$ cat src/hdl/dlcc_pkg.sv
// Package: register map, field layout, reset values and timing for the loop config bank
package dlcc_pkg;

   // Register offsets
   localparam logic [7:0] DLCC_QUAL_OFS  = 8'h1c;
   localparam logic [7:0] DLCC_CTRL0_OFS = 8'h1d;
   localparam logic [7:0] DLCC_CTRL1_OFS = 8'h1e;

   // Field positions (low bit of each field)
   localparam int DLCC_DROP_LSB    = 0;
   localparam int DLCC_REQUAL_LSB  = 4;
   localparam int DLCC_REALIGN_BIT = 0;
   localparam int DLCC_BW_LSB      = 1;
   localparam int DLCC_SLEW_LSB    = 4;
   localparam int DLCC_S3E_LSB     = 6;
   localparam int DLCC_REVERT_BIT  = 0;
   localparam int DLCC_HREF_LSB    = 4;
   localparam int DLCC_PFILT_LSB   = 6;

   // Reset values
   localparam logic [7:0] DLCC_QUAL_RST      = 8'h1a;
   localparam logic [7:0] DLCC_CTRL1_FIX_RST = 8'h04;
   localparam logic [1:0] DLCC_SLEW_RST      = 2'h3;
   localparam logic [1:0] DLCC_S3E_RST       = 2'h1;
   localparam logic [2:0] DLCC_BW_RST_PRI    = 3'h6;
   localparam logic [2:0] DLCC_BW_RST_SEC    = 3'h5;
   localparam logic [1:0] DLCC_PFILT_RST_PRI = 2'h0;
   localparam logic [1:0] DLCC_PFILT_RST_SEC = 2'h1;

   // Bandwidth codes of the main field
   localparam logic [2:0] DLCC_BW_28HZ  = 3'h4;
   localparam logic [2:0] DLCC_BW_890HZ = 3'h5;
   localparam logic [2:0] DLCC_BW_EXT   = 3'h7;

   // Holdover refresh intervals and their cycle counts at the core clock
   localparam longint DLCC_CLK_KHZ   = 200000;
   localparam longint DLCC_HREF0_MS  = 26;
   localparam longint DLCC_HREF1_MS  = 1000;
   localparam longint DLCC_HREF2_MS  = 10000;
   localparam longint DLCC_HREF3_MS  = 60000;
   localparam longint DLCC_HREF0_CYC = DLCC_HREF0_MS * DLCC_CLK_KHZ;
   localparam longint DLCC_HREF1_CYC = DLCC_HREF1_MS * DLCC_CLK_KHZ;
   localparam longint DLCC_HREF2_CYC = DLCC_HREF2_MS * DLCC_CLK_KHZ;
   localparam longint DLCC_HREF3_CYC = DLCC_HREF3_MS * DLCC_CLK_KHZ;
   localparam int     DLCC_HCNT_W    = 34;

   // Effective loop bandwidth as seen by the loop filter
   typedef enum logic [3:0] {
      DLCC_LW_0P1HZ  = 4'h0,
      DLCC_LW_1P7HZ  = 4'h1,
      DLCC_LW_3P5HZ  = 4'h2,
      DLCC_LW_14HZ   = 4'h3,
      DLCC_LW_28HZ   = 4'h4,
      DLCC_LW_890HZ  = 4'h5,
      DLCC_LW_FAST7  = 4'h6,
      DLCC_LW_56HZ   = 4'h7,
      DLCC_LW_EXT0P3 = 4'h8,
      DLCC_LW_EXT1P0 = 4'h9,
      DLCC_LW_EXT3P0 = 4'ha
   } dlcc_width_t;

   // Decoded configuration handed to the loop, monitor and switch logic
   typedef struct packed {
      logic [3:0]  drop_delay_code;
      logic [5:0]  requalify_factor;
      logic        realign_on_switch;
      dlcc_width_t loop_width;
      logic [1:0]  phase_slew_cap;
      logic        revertive;
      logic [1:0]  holdover_refresh;
      logic [1:0]  holdover_post_filter;
   } dlcc_cfg_t;

endpackage

$ cat src/hdl/dlcc_loop_config.sv
// Loop control configuration bank for the first loop: registers, decode, refresh tick
// Behaviour
// - Requalify time is 2/4/16/32 times drop time
// - Drop time comes from four-bit drop code
// - Realign bit 0: build out phase on switch
// - Realign bit 1: realign to new reference phase
// - Realign resets 0 only if strap high, secondary low
// - Bandwidth codes, fast lock, 111 hands over
// - 28 Hz limited for 2 kHz refs, 890 Hz for 2 kHz/8 kHz refs
// - Bandwidth resets 110 primary, 101 secondary
// - Slew cap codes; 11 unlimited is reset
// - Extended width 0.3/1.0/3.0, 1.0 reset
// - Extended width used only when bandwidth 111
// - Revertive bit, resets to zero
// - Holdover refresh 26ms/1s/10s/60s, reset 26ms
// - Post filter bypass/18/0.6/10 selection
// - Post filter resets 00 primary, 01 secondary
module dlcc_loop_config
   import dlcc_pkg::*;
#(
   parameter longint HREF0_CYC = DLCC_HREF0_CYC,
   parameter longint HREF1_CYC = DLCC_HREF1_CYC,
   parameter longint HREF2_CYC = DLCC_HREF2_CYC,
   parameter longint HREF3_CYC = DLCC_HREF3_CYC
) (
   input  wire logic       mclk,
   input  wire logic       srst,
   input  wire logic       buildout_strap_pin,
   input  wire logic       secondary_role_pin,
   input  wire logic [7:0] addr,
   input  wire logic [7:0] wr_data,
   input  wire logic       wr_en,
   input  wire logic       rd_en,
   output logic      [7:0] rd_data,
   input  wire logic       ref_is_2khz,
   input  wire logic       ref_is_8khz,
   input  wire logic       ref_switch,
   output logic            buildout_pulse,
   output logic            realign_pulse,
   output logic            holdover_tick,
   output dlcc_cfg_t       loop_cfg
);

   logic [7:0]             qual_reg;
   logic [7:0]             ctrl0_reg;
   logic [7:0]             ctrl1_reg;
   logic [7:0]             rd_data_next;
   dlcc_cfg_t              cfg_next;
   logic [DLCC_HCNT_W-1:0] hcnt_reg;
   logic [DLCC_HCNT_W-1:0] hlimit;

   // Straps are sampled while the synchronous reset is held
   always_ff @(posedge mclk) begin
      if (srst) begin
         qual_reg <= DLCC_QUAL_RST;
      end else if (wr_en && addr == DLCC_QUAL_OFS) begin
         qual_reg <= wr_data;
      end
   end

   always_ff @(posedge mclk) begin
      if (srst) begin
         ctrl0_reg[DLCC_REALIGN_BIT] <= ~(buildout_strap_pin & ~secondary_role_pin);
         ctrl0_reg[DLCC_BW_LSB +: 3] <= secondary_role_pin ? DLCC_BW_RST_SEC
                                                           : DLCC_BW_RST_PRI;
         ctrl0_reg[DLCC_SLEW_LSB +: 2] <= DLCC_SLEW_RST;
         ctrl0_reg[DLCC_S3E_LSB +: 2]  <= DLCC_S3E_RST;
      end else if (wr_en && addr == DLCC_CTRL0_OFS) begin
         ctrl0_reg <= wr_data;
      end
   end

   always_ff @(posedge mclk) begin
      if (srst) begin
         ctrl1_reg                     <= DLCC_CTRL1_FIX_RST;
         ctrl1_reg[DLCC_PFILT_LSB +: 2] <= secondary_role_pin ? DLCC_PFILT_RST_SEC
                                                              : DLCC_PFILT_RST_PRI;
      end else if (wr_en && addr == DLCC_CTRL1_OFS) begin
         ctrl1_reg <= wr_data;
      end
   end

   // Read data stand only in the cycle after the strobe; unmapped reads give zero
   always_comb begin
      rd_data_next = 8'h00;
      if (rd_en) begin
         case (addr)
            DLCC_QUAL_OFS:  rd_data_next = qual_reg;
            DLCC_CTRL0_OFS: rd_data_next = ctrl0_reg;
            DLCC_CTRL1_OFS: rd_data_next = ctrl1_reg;
            default:        rd_data_next = 8'h00;
         endcase
      end
   end

   always_ff @(posedge mclk) begin
      if (srst) begin
         rd_data <= 8'h00;
      end else begin
         rd_data <= rd_data_next;
      end
   end

   // Decode of the register fields into what the loop consumes
   always_comb begin
      cfg_next.drop_delay_code   = qual_reg[DLCC_DROP_LSB +: 4];
      case (qual_reg[DLCC_REQUAL_LSB +: 2])
         2'h0:    cfg_next.requalify_factor = 6'h02;
         2'h1:    cfg_next.requalify_factor = 6'h04;
         2'h2:    cfg_next.requalify_factor = 6'h10;
         default: cfg_next.requalify_factor = 6'h20;
      endcase
      cfg_next.realign_on_switch = ctrl0_reg[DLCC_REALIGN_BIT];
      case (ctrl0_reg[DLCC_BW_LSB +: 3])
         3'h0:    cfg_next.loop_width = DLCC_LW_0P1HZ;
         3'h1:    cfg_next.loop_width = DLCC_LW_1P7HZ;
         3'h2:    cfg_next.loop_width = DLCC_LW_3P5HZ;
         3'h3:    cfg_next.loop_width = DLCC_LW_14HZ;
         3'h4:    cfg_next.loop_width = ref_is_2khz ? DLCC_LW_14HZ : DLCC_LW_28HZ;
         3'h5: begin
            if (ref_is_2khz) begin
               cfg_next.loop_width = DLCC_LW_14HZ;
            end else if (ref_is_8khz) begin
               cfg_next.loop_width = DLCC_LW_56HZ;
            end else begin
               cfg_next.loop_width = DLCC_LW_890HZ;
            end
         end
         3'h6:    cfg_next.loop_width = DLCC_LW_FAST7;
         default: begin
            // Reserved extended code falls back to the middle setting
            case (ctrl0_reg[DLCC_S3E_LSB +: 2])
               2'h0:    cfg_next.loop_width = DLCC_LW_EXT0P3;
               2'h2:    cfg_next.loop_width = DLCC_LW_EXT3P0;
               default: cfg_next.loop_width = DLCC_LW_EXT1P0;
            endcase
         end
      endcase
      cfg_next.phase_slew_cap       = ctrl0_reg[DLCC_SLEW_LSB +: 2];
      cfg_next.revertive            = ctrl1_reg[DLCC_REVERT_BIT];
      cfg_next.holdover_refresh     = ctrl1_reg[DLCC_HREF_LSB +: 2];
      cfg_next.holdover_post_filter = ctrl1_reg[DLCC_PFILT_LSB +: 2];
   end

   always_ff @(posedge mclk) begin
      if (srst) begin
         loop_cfg <= '0;
      end else begin
         loop_cfg <= cfg_next;
      end
   end

   // On a reference switch tell the loop which way to treat the phase step
   always_ff @(posedge mclk) begin
      if (srst) begin
         buildout_pulse <= 1'b0;
         realign_pulse  <= 1'b0;
      end else begin
         buildout_pulse <= ref_switch & ~ctrl0_reg[DLCC_REALIGN_BIT];
         realign_pulse  <= ref_switch & ctrl0_reg[DLCC_REALIGN_BIT];
      end
   end

   // Holdover refresh tick; a shorter interval written once the count has passed it ends the count at once
   always_comb begin
      case (ctrl1_reg[DLCC_HREF_LSB +: 2])
         2'h0:    hlimit = DLCC_HCNT_W'(HREF0_CYC - 1);
         2'h1:    hlimit = DLCC_HCNT_W'(HREF1_CYC - 1);
         2'h2:    hlimit = DLCC_HCNT_W'(HREF2_CYC - 1);
         default: hlimit = DLCC_HCNT_W'(HREF3_CYC - 1);
      endcase
   end

   always_ff @(posedge mclk) begin
      if (srst) begin
         hcnt_reg      <= '0;
         holdover_tick <= 1'b0;
      end else if (hcnt_reg >= hlimit) begin
         hcnt_reg      <= '0;
         holdover_tick <= 1'b1;
      end else begin
         hcnt_reg      <= hcnt_reg + 1'b1;
         holdover_tick <= 1'b0;
      end
   end
endmodule

$ cat config.mk
export PLATFORM = sky130hd
export DESIGN_NAME = dlcc_loop_config
export DESIGN_NICKNAME = d
export VERILOG_FILES = /design/src/hdl/dlcc_pkg.sv /design/src/hdl/dlcc_loop_config.sv
export SDC_FILE = /design/constraint.sdc
export NUM_CORES = 1
export LEC_CHECK = 0
export ABC_AREA = 0
export BUFFER_PORTS_ARGS = -buffer_cell sky130_fd_sc_hd__clkbuf_2
export CORE_UTILIZATION = 52
export CTS_CLUSTER_SIZE = 28
export DETAILED_ROUTE_END_ITERATION = 16
export PLACE_DENSITY_LB_ADDON = 0.1
export SETUP_SLACK_MARGIN = 0.02
export SLEW_MARGIN = 10
export SYNTH_ARGS = -nofsm -noshare
export SYNTH_HDL_FRONTEND = slang
export SYNTH_SLANG_ARGS = --single-unit
$ cat constraint.sdc
create_clock -name mclk -period 2.56 [get_ports mclk]
set_clock_uncertainty 0.1 [all_clocks]
set_input_delay 0.128 -clock mclk [delete_from_list [all_inputs] [get_ports mclk]]
set_output_delay 0.128 -clock mclk [all_outputs]
set_load 0.1 [all_outputs]
==> results of run 1 <==
[Yosys cell counts (2+ instances only)]
cell and count:
xnor2_1 27, buf_2 3, clkbuf_1 10, a21oi_1 24
nand3_1 14, xor2_1 5, buf_1 4, nor4_1 13
a211oi_1 2, nor3_2 2, inv_1 15, nand2_1 31
nor2b_1 12, buf_6 3, or2_2 3, and4_1 4
dfxtp_1 83, buf_4 2, nand4b_1 2, mux2i_1 26
o21ai_0 4, ha_1 32, and3_1 4, edfxtp_1 6
nor2_1 45, nor3_1 41, nor3b_1 6, nand4_1 10
[worst paths after layout]
| kind | slack [ps] | cells past startpoint | to | start |
|---|---|---|---|---|
| worst max register to register | 20 | 10 | holdover_tick | ctrl1_reg[5] |
| worst min register to register | 360 | 1 | hcnt_reg[0] | hcnt_reg[0] |
| worst max-delay path | 20 | 10 | holdover_tick | ctrl1_reg[5] |
| worst min-delay path | 40 | 2 | ctrl0_reg[2] | secondary_role_pin |
[stage by stage]
| stage | setup TNS [ps] | instances |
|---|---|---|
| 5_1_grt | -2690 | 649 |
| 4_1_cts | 0 | 646 |
| 6_report | 0 | 649 |
| 2_1_floorplan | 0 | 451 |
| 3_5_place_dp | -2080 | 613 |
| 3_3_place_gp | -813 | 613 |
[cells in the final DEF (no fill, tap or decap), types with 5 or more instances in the layout]
cell / n
clkbuf_8: 10
buf_6: 5
xnor2_1: 27
nor3b_1: 6
inv_6: 5
nor4_1: 12
mux2i_1: 26
edfxtp_1: 6
clkbuf_2: 55
ha_4: 14
dfxtp_1: 81
inv_1: 11
nand4_1: 10
ha_1: 17
nor3_2: 14
nor2b_1: 12
dlygate4sd3_1: 11
buf_4: 25
nand2_1: 31
a21oi_1: 24
nor3_1: 27
nor2_1: 44
xor2_1: 5
nand3_1: 14
[metal layers]
metal	vias to the layer above	routed length, um
met1	1678	4650
met3	24	292
li1	1770	-
met5	-	0
met2	92	5260
met4	0	300
[critical path: cells and delay by family (launching register included)]
kind	cells	cell delay, ps
simple gates	3	750
flops	1	420
buf+inv	3	440
fa+ha+maj	2	410
compound gates	2	370
[logic make-up after synthesis]
kind of cell | Yosys count | synth area share [%]
other | 1 | 0.0885
adder cells (fa/ha/maj) | 32 | 9.45
AND/OR/NAND/NOR | 193 | 23.8
flip-flops | 89 | 43.5
XOR/XNOR | 32 | 6.62
AO/OA/AOI/OAI | 39 | 6.11
multiplexers | 27 | 6.41
buffers and inverters | 37 | 4.08
[power by group]
| part | total, uW | switching, uW | internal [uW] |
|---|---|---|---|
| clock | 970 | 564 | 406 |
| combinational | 262 | 192 | 69.5 |
| sequential | 1440 | 15.1 | 1420 |
[layout make-up]
cell class                 instances  area, um2
clock buffer                      10        138
multi-input combinational        325       2520
tap                              102        128
inverter                          15       68.8
clock inverter                     6       57.6
fill                             603       2290
sequential                        89       1850
timing repair buffer             102        747
[what timing repair did]
item,in CTS,in global routing
hold endpoints to repair,24,0
buffers inserted,3,2
setup endpoints to repair,35,35
gates resized for setup,35,33
hold buffers,11,0
cloned,3,1
pin swaps,6,15
==> results.txt, run 1 <==
outcome -> complete, no violations
Post-synth EDFFs -> 6
# H-tree levels -> 3
Synth Cell Area -> 4240 um2
Final Power -> 2670 uW
RSZ-0062 raised after global routing -> yes
Main synth FF type -> dfxtp_1
Core Footprint -> 7810 um2
share of flip-flops with an asynchronous set or reset -> 0%
class of the worst hold path -> input port to flip-flop
Starting Density -> 54.3%
crit start category -> flip-flop
Final min period -> 2540 ps
first-pass GRT wire length -> 17.1 mm
antenna viol nets, final -> 0
CTS clk-pin slew, worst paths -> 90 ps
Synth cell types -> 45
CTS Buf Count -> 9
#FFs+latches synth -> 89
worst setup margin -> 17.0 ps
Seq/Total Area, Yosys -> 43.5%
# setup viols final -> 0
final instance area -> 5510 um2
Buffers on Ports -> 55
PD cells -> 484 nW/um2
DR vias -> 3,564
Max Fanout on Critical Path -> 6
WL final -> 10.5 mm
GR Util met1 -> 30.9%
Rel. slew slack -> 61.4%
clk sinks -> 89
Die Area -> 8510 um2
Slew Viols, Final -> 0
CP Class -> flip-flop to flip-flop
placer congestion estimate -> 0.826
syn_area_per_cell -> 9.41 um2
Post-Place Cell Area -> 4740 um2
ordered cell list for the critical path -> ha_4 > buf_6 > nor2_4 > ha_4 > nand4_1 > or4_4 > a2111oi_4 > buf_6 > buf_8 > o41a_1
post-synth top area share -> 39.2%
Initial DRT Pass Iterations -> 4
# rows -> 32
routed len/inst -> 16.2 um
root buf cell -> clkbuf_8
CTS Buffer Depth -> 2
DP Worst Slack -> -143 ps
synth-to-layout area growth -> 30.1%
met3 Use GR -> 3.90%
static leakage -> 0.00220 uW
Global Route met2 Usage -> 45.3%
worst-skew pair later-pin latency -> 360 ps
synth top area cells -> dfxtp_1 (39%), ha_1 (9.5%), mux2i_1 (6.1%), xnor2_1 (5.6%), nor3_1 (4.8%)
dpl hpwl -> 6.73 mm
worst vdd ir -> 256 uV
io pins -> 58
share of cells above drive strength 1 -> 28.5%
Max Fclk -> 0.393 GHz
Syn. warnings -> 0
Iter 0 DRT Violations -> 93
largest net degree at the start of global routing -> 22
slowest cell delay on critical path -> 570 ps
critical path capture point type -> flip-flop
Nets -> 599
CP arrival -> 2750 ps
CTS tree -> built
Cells after Synth -> 450
Residual DRC -> 0
vias in the first global route -> 3,571
Antenna Cells -> 0
WHS -> 43.4 ps
busiest grt layer -> met2
max_cap viols -> 0
overall routing resource usage -> 25.8%
hold violation total from the final report -> 0
Least-Margin Pin Slew -> 577 ps
initial antenna violation count -> 0
Largest register FFs -> 34
Layout Utilization -> 70.6%
GRT overflow -> 0
slowest CP cell -> or4_4
Die Span Y -> 92.3 um
Final period util -> 99.3%
via/cell ratio -> 5.49
Die W -> 92.3 um
most area-hungry cell type in the Yosys netlist -> dfxtp_1
Worst EP required -> 2760 ps
No activity file was read; power rests on OpenSTA's default activity.
==> run 2, diff against run 1 <==
--- a/config.mk
+++ b/config.mk
@@ -11,6 +11,7 @@
 export CTS_CLUSTER_SIZE = 28
 export DETAILED_ROUTE_END_ITERATION = 16
 export PLACE_DENSITY_LB_ADDON = 0.1
+export REMOVE_ABC_BUFFERS = 1
 export SETUP_SLACK_MARGIN = 0.02
 export SLEW_MARGIN = 10
 export SYNTH_ARGS = -nofsm -noshare
==> results.txt, run 2 (same netlist as run 1, synthesis figures left out) <==
CTS Buf Count -> 9
share of cells above drive strength 1 -> 27.7%
io pins -> 58
leading cell type in the layout, fill and taps excluded -> dfxtp_1
part of the power in combinational logic -> 10.3%
Die Area -> 8510 um2
PD cells -> 496 nW/um2
Core Footprint -> 7810 um2
Flop pwr share -> 52.3%
Slew Viols, Final -> 0
Die W -> 92.3 um
setup_tns -> 0 ps
# setup viols final -> 0
Max Fanout on Critical Path -> 5
worst-skew pair later-pin latency -> 360 ps
Nets -> 598
CTS clk-pin slew, worst paths -> 100 ps
vias in the first global route -> 3,359
crit start category -> flip-flop
first-pass GRT wire length -> 15.9 mm
# H-tree levels -> 3
WL final -> 10.6 mm
max_cap viols -> 0
hold violation total from the final report -> 0
static leakage -> 0.00223 uW
worst vdd ir -> 308 uV
Final period util -> 99.9%
Buffers on Ports -> 55
DR vias -> 3,599
initial antenna violation count -> 0
Initial DRT Pass Iterations -> 6
CP arrival -> 2720 ps
critical path capture point type -> flip-flop
Antenna Cells -> 0
RSZ-0062 raised after global routing -> yes
clk sinks -> 89
Rel. slew slack -> 62.6%
placer congestion estimate -> 0.803
Layout Utilization -> 71.0%
Die Span Y -> 92.3 um
outcome -> complete, no violations
dpl hpwl -> 6.49 mm
Final min period -> 2560 ps
WHS -> 16.2 ps
NetSw -> 753 uW
CTS tree -> built
Max Fclk -> 0.391 GHz
class of the worst hold path -> input port to flip-flop
Residual DRC -> 0
# rows -> 32
Largest register FFs -> 34
Worst EP required -> 2720 ps
CTS Buffer Depth -> 2
final non-filler cell total -> 648
clock share of power -> 37.4%
largest net degree at the start of global routing -> 28
Least-Margin Pin Slew -> 560 ps
CP Class -> flip-flop to flip-flop
placed cells -> 610
Int Power -> 2000 uW
commonest cells after routing, fill and taps aside -> dfxtp_1 (81), clkbuf_2 (55), nor2_1 (44), nor3_1 (31), nand2_1 (30)
root buf cell -> clkbuf_8
Iter 0 DRT Violations -> 130
via/cell ratio -> 5.55
overall routing resource usage -> 23.6%
GRT overflow -> 0
synth-to-layout area growth -> 30.9%
Starting Density -> 54.3%
routed len/inst -> 16.3 um
antenna viol nets, final -> 0
Net Sw Frac -> 27.3%
==> run 2: per-layer routing <==
metal | up-vias | wire [um] | GRT usage (%) | share of wire (%)
li1 | 1772 | - | - | -
met1 | 1683 | 4800 | 31.1 | 45
met2 | 113 | 5020 | 37.7 | 48
met3 | 31 | 453 | 4.06 | 4.3
met4 | 0 | 286 | 10.8 | 2.7
met5 | - | 0 | 0 | 0
==> run 2: worst max-delay path: stages (launching register included) <==
cell and delay, ps:
dfxtp_4 420, inv_6 60, ha_4 170, buf_6 130, ha_4 260, nand4_1 120
nor4_2 360, nor2_2 100, a2111oi_4 330, buf_6 200, clkbuf_16 160, nor3_1 50
==> run 2: final cells by class <==
| cell class | count | area [um2] |
|---|---|---|
| Fill cell | 610 | 2260 |
| Tap cell | 102 | 128 |
| Multi-Input combinational cell | 325 | 2480 |
| Sequential cell | 89 | 1850 |
| Inverter | 15 | 66.3 |
| Clock inverter | 6 | 71.3 |
| Timing Repair Buffer | 101 | 810 |
| Clock buffer | 10 | 138 |
==> run 2: path summary, 6_finish.rpt <==
kind,cells past startpoint,slack (ps),end,startpoint
max reg2reg,11,3,hcnt_reg[22],ctrl1_reg[5]
min reg2reg,1,380,loop_cfg[4],ctrl1_reg[0]
max,11,3,hcnt_reg[22],ctrl1_reg[5]
min,2,20,ctrl0_reg[2],secondary_role_pin
==> run 2: power groups by stage <==
stage / Combinational [uW] / Sequential, uW / Clock, uW
floorplan: 65.9 / 1570 / 0
finish: 283 / 1440 / 1030
global route: 297 / 1440 / 1090
CTS: 265 / 1440 / 1040
detailed placement: 241 / 1470 / 0
global placement: 239 / 1470 / 0
==> run 2: through the flow <==
step	total power, uW	setup slack (ps)	area (um2)
after floorplan	1640	-645	4120
after global placement	1710	-149	4740
after detailed placement	1720	-207	4740
after CTS	2740	16.5	5190
after global routing	2830	-76.2	5550
final	2750	2.70	5550
==> run 2: repair_timing <==
item	in CTS	in global routing
cloned	1	5
setup endpoints to repair	35	35
gates resized for setup	15	42
hold buffers	11	0
endpoints found under the hold margin	25	0
pin swaps	5	6
buffers inserted	3	2
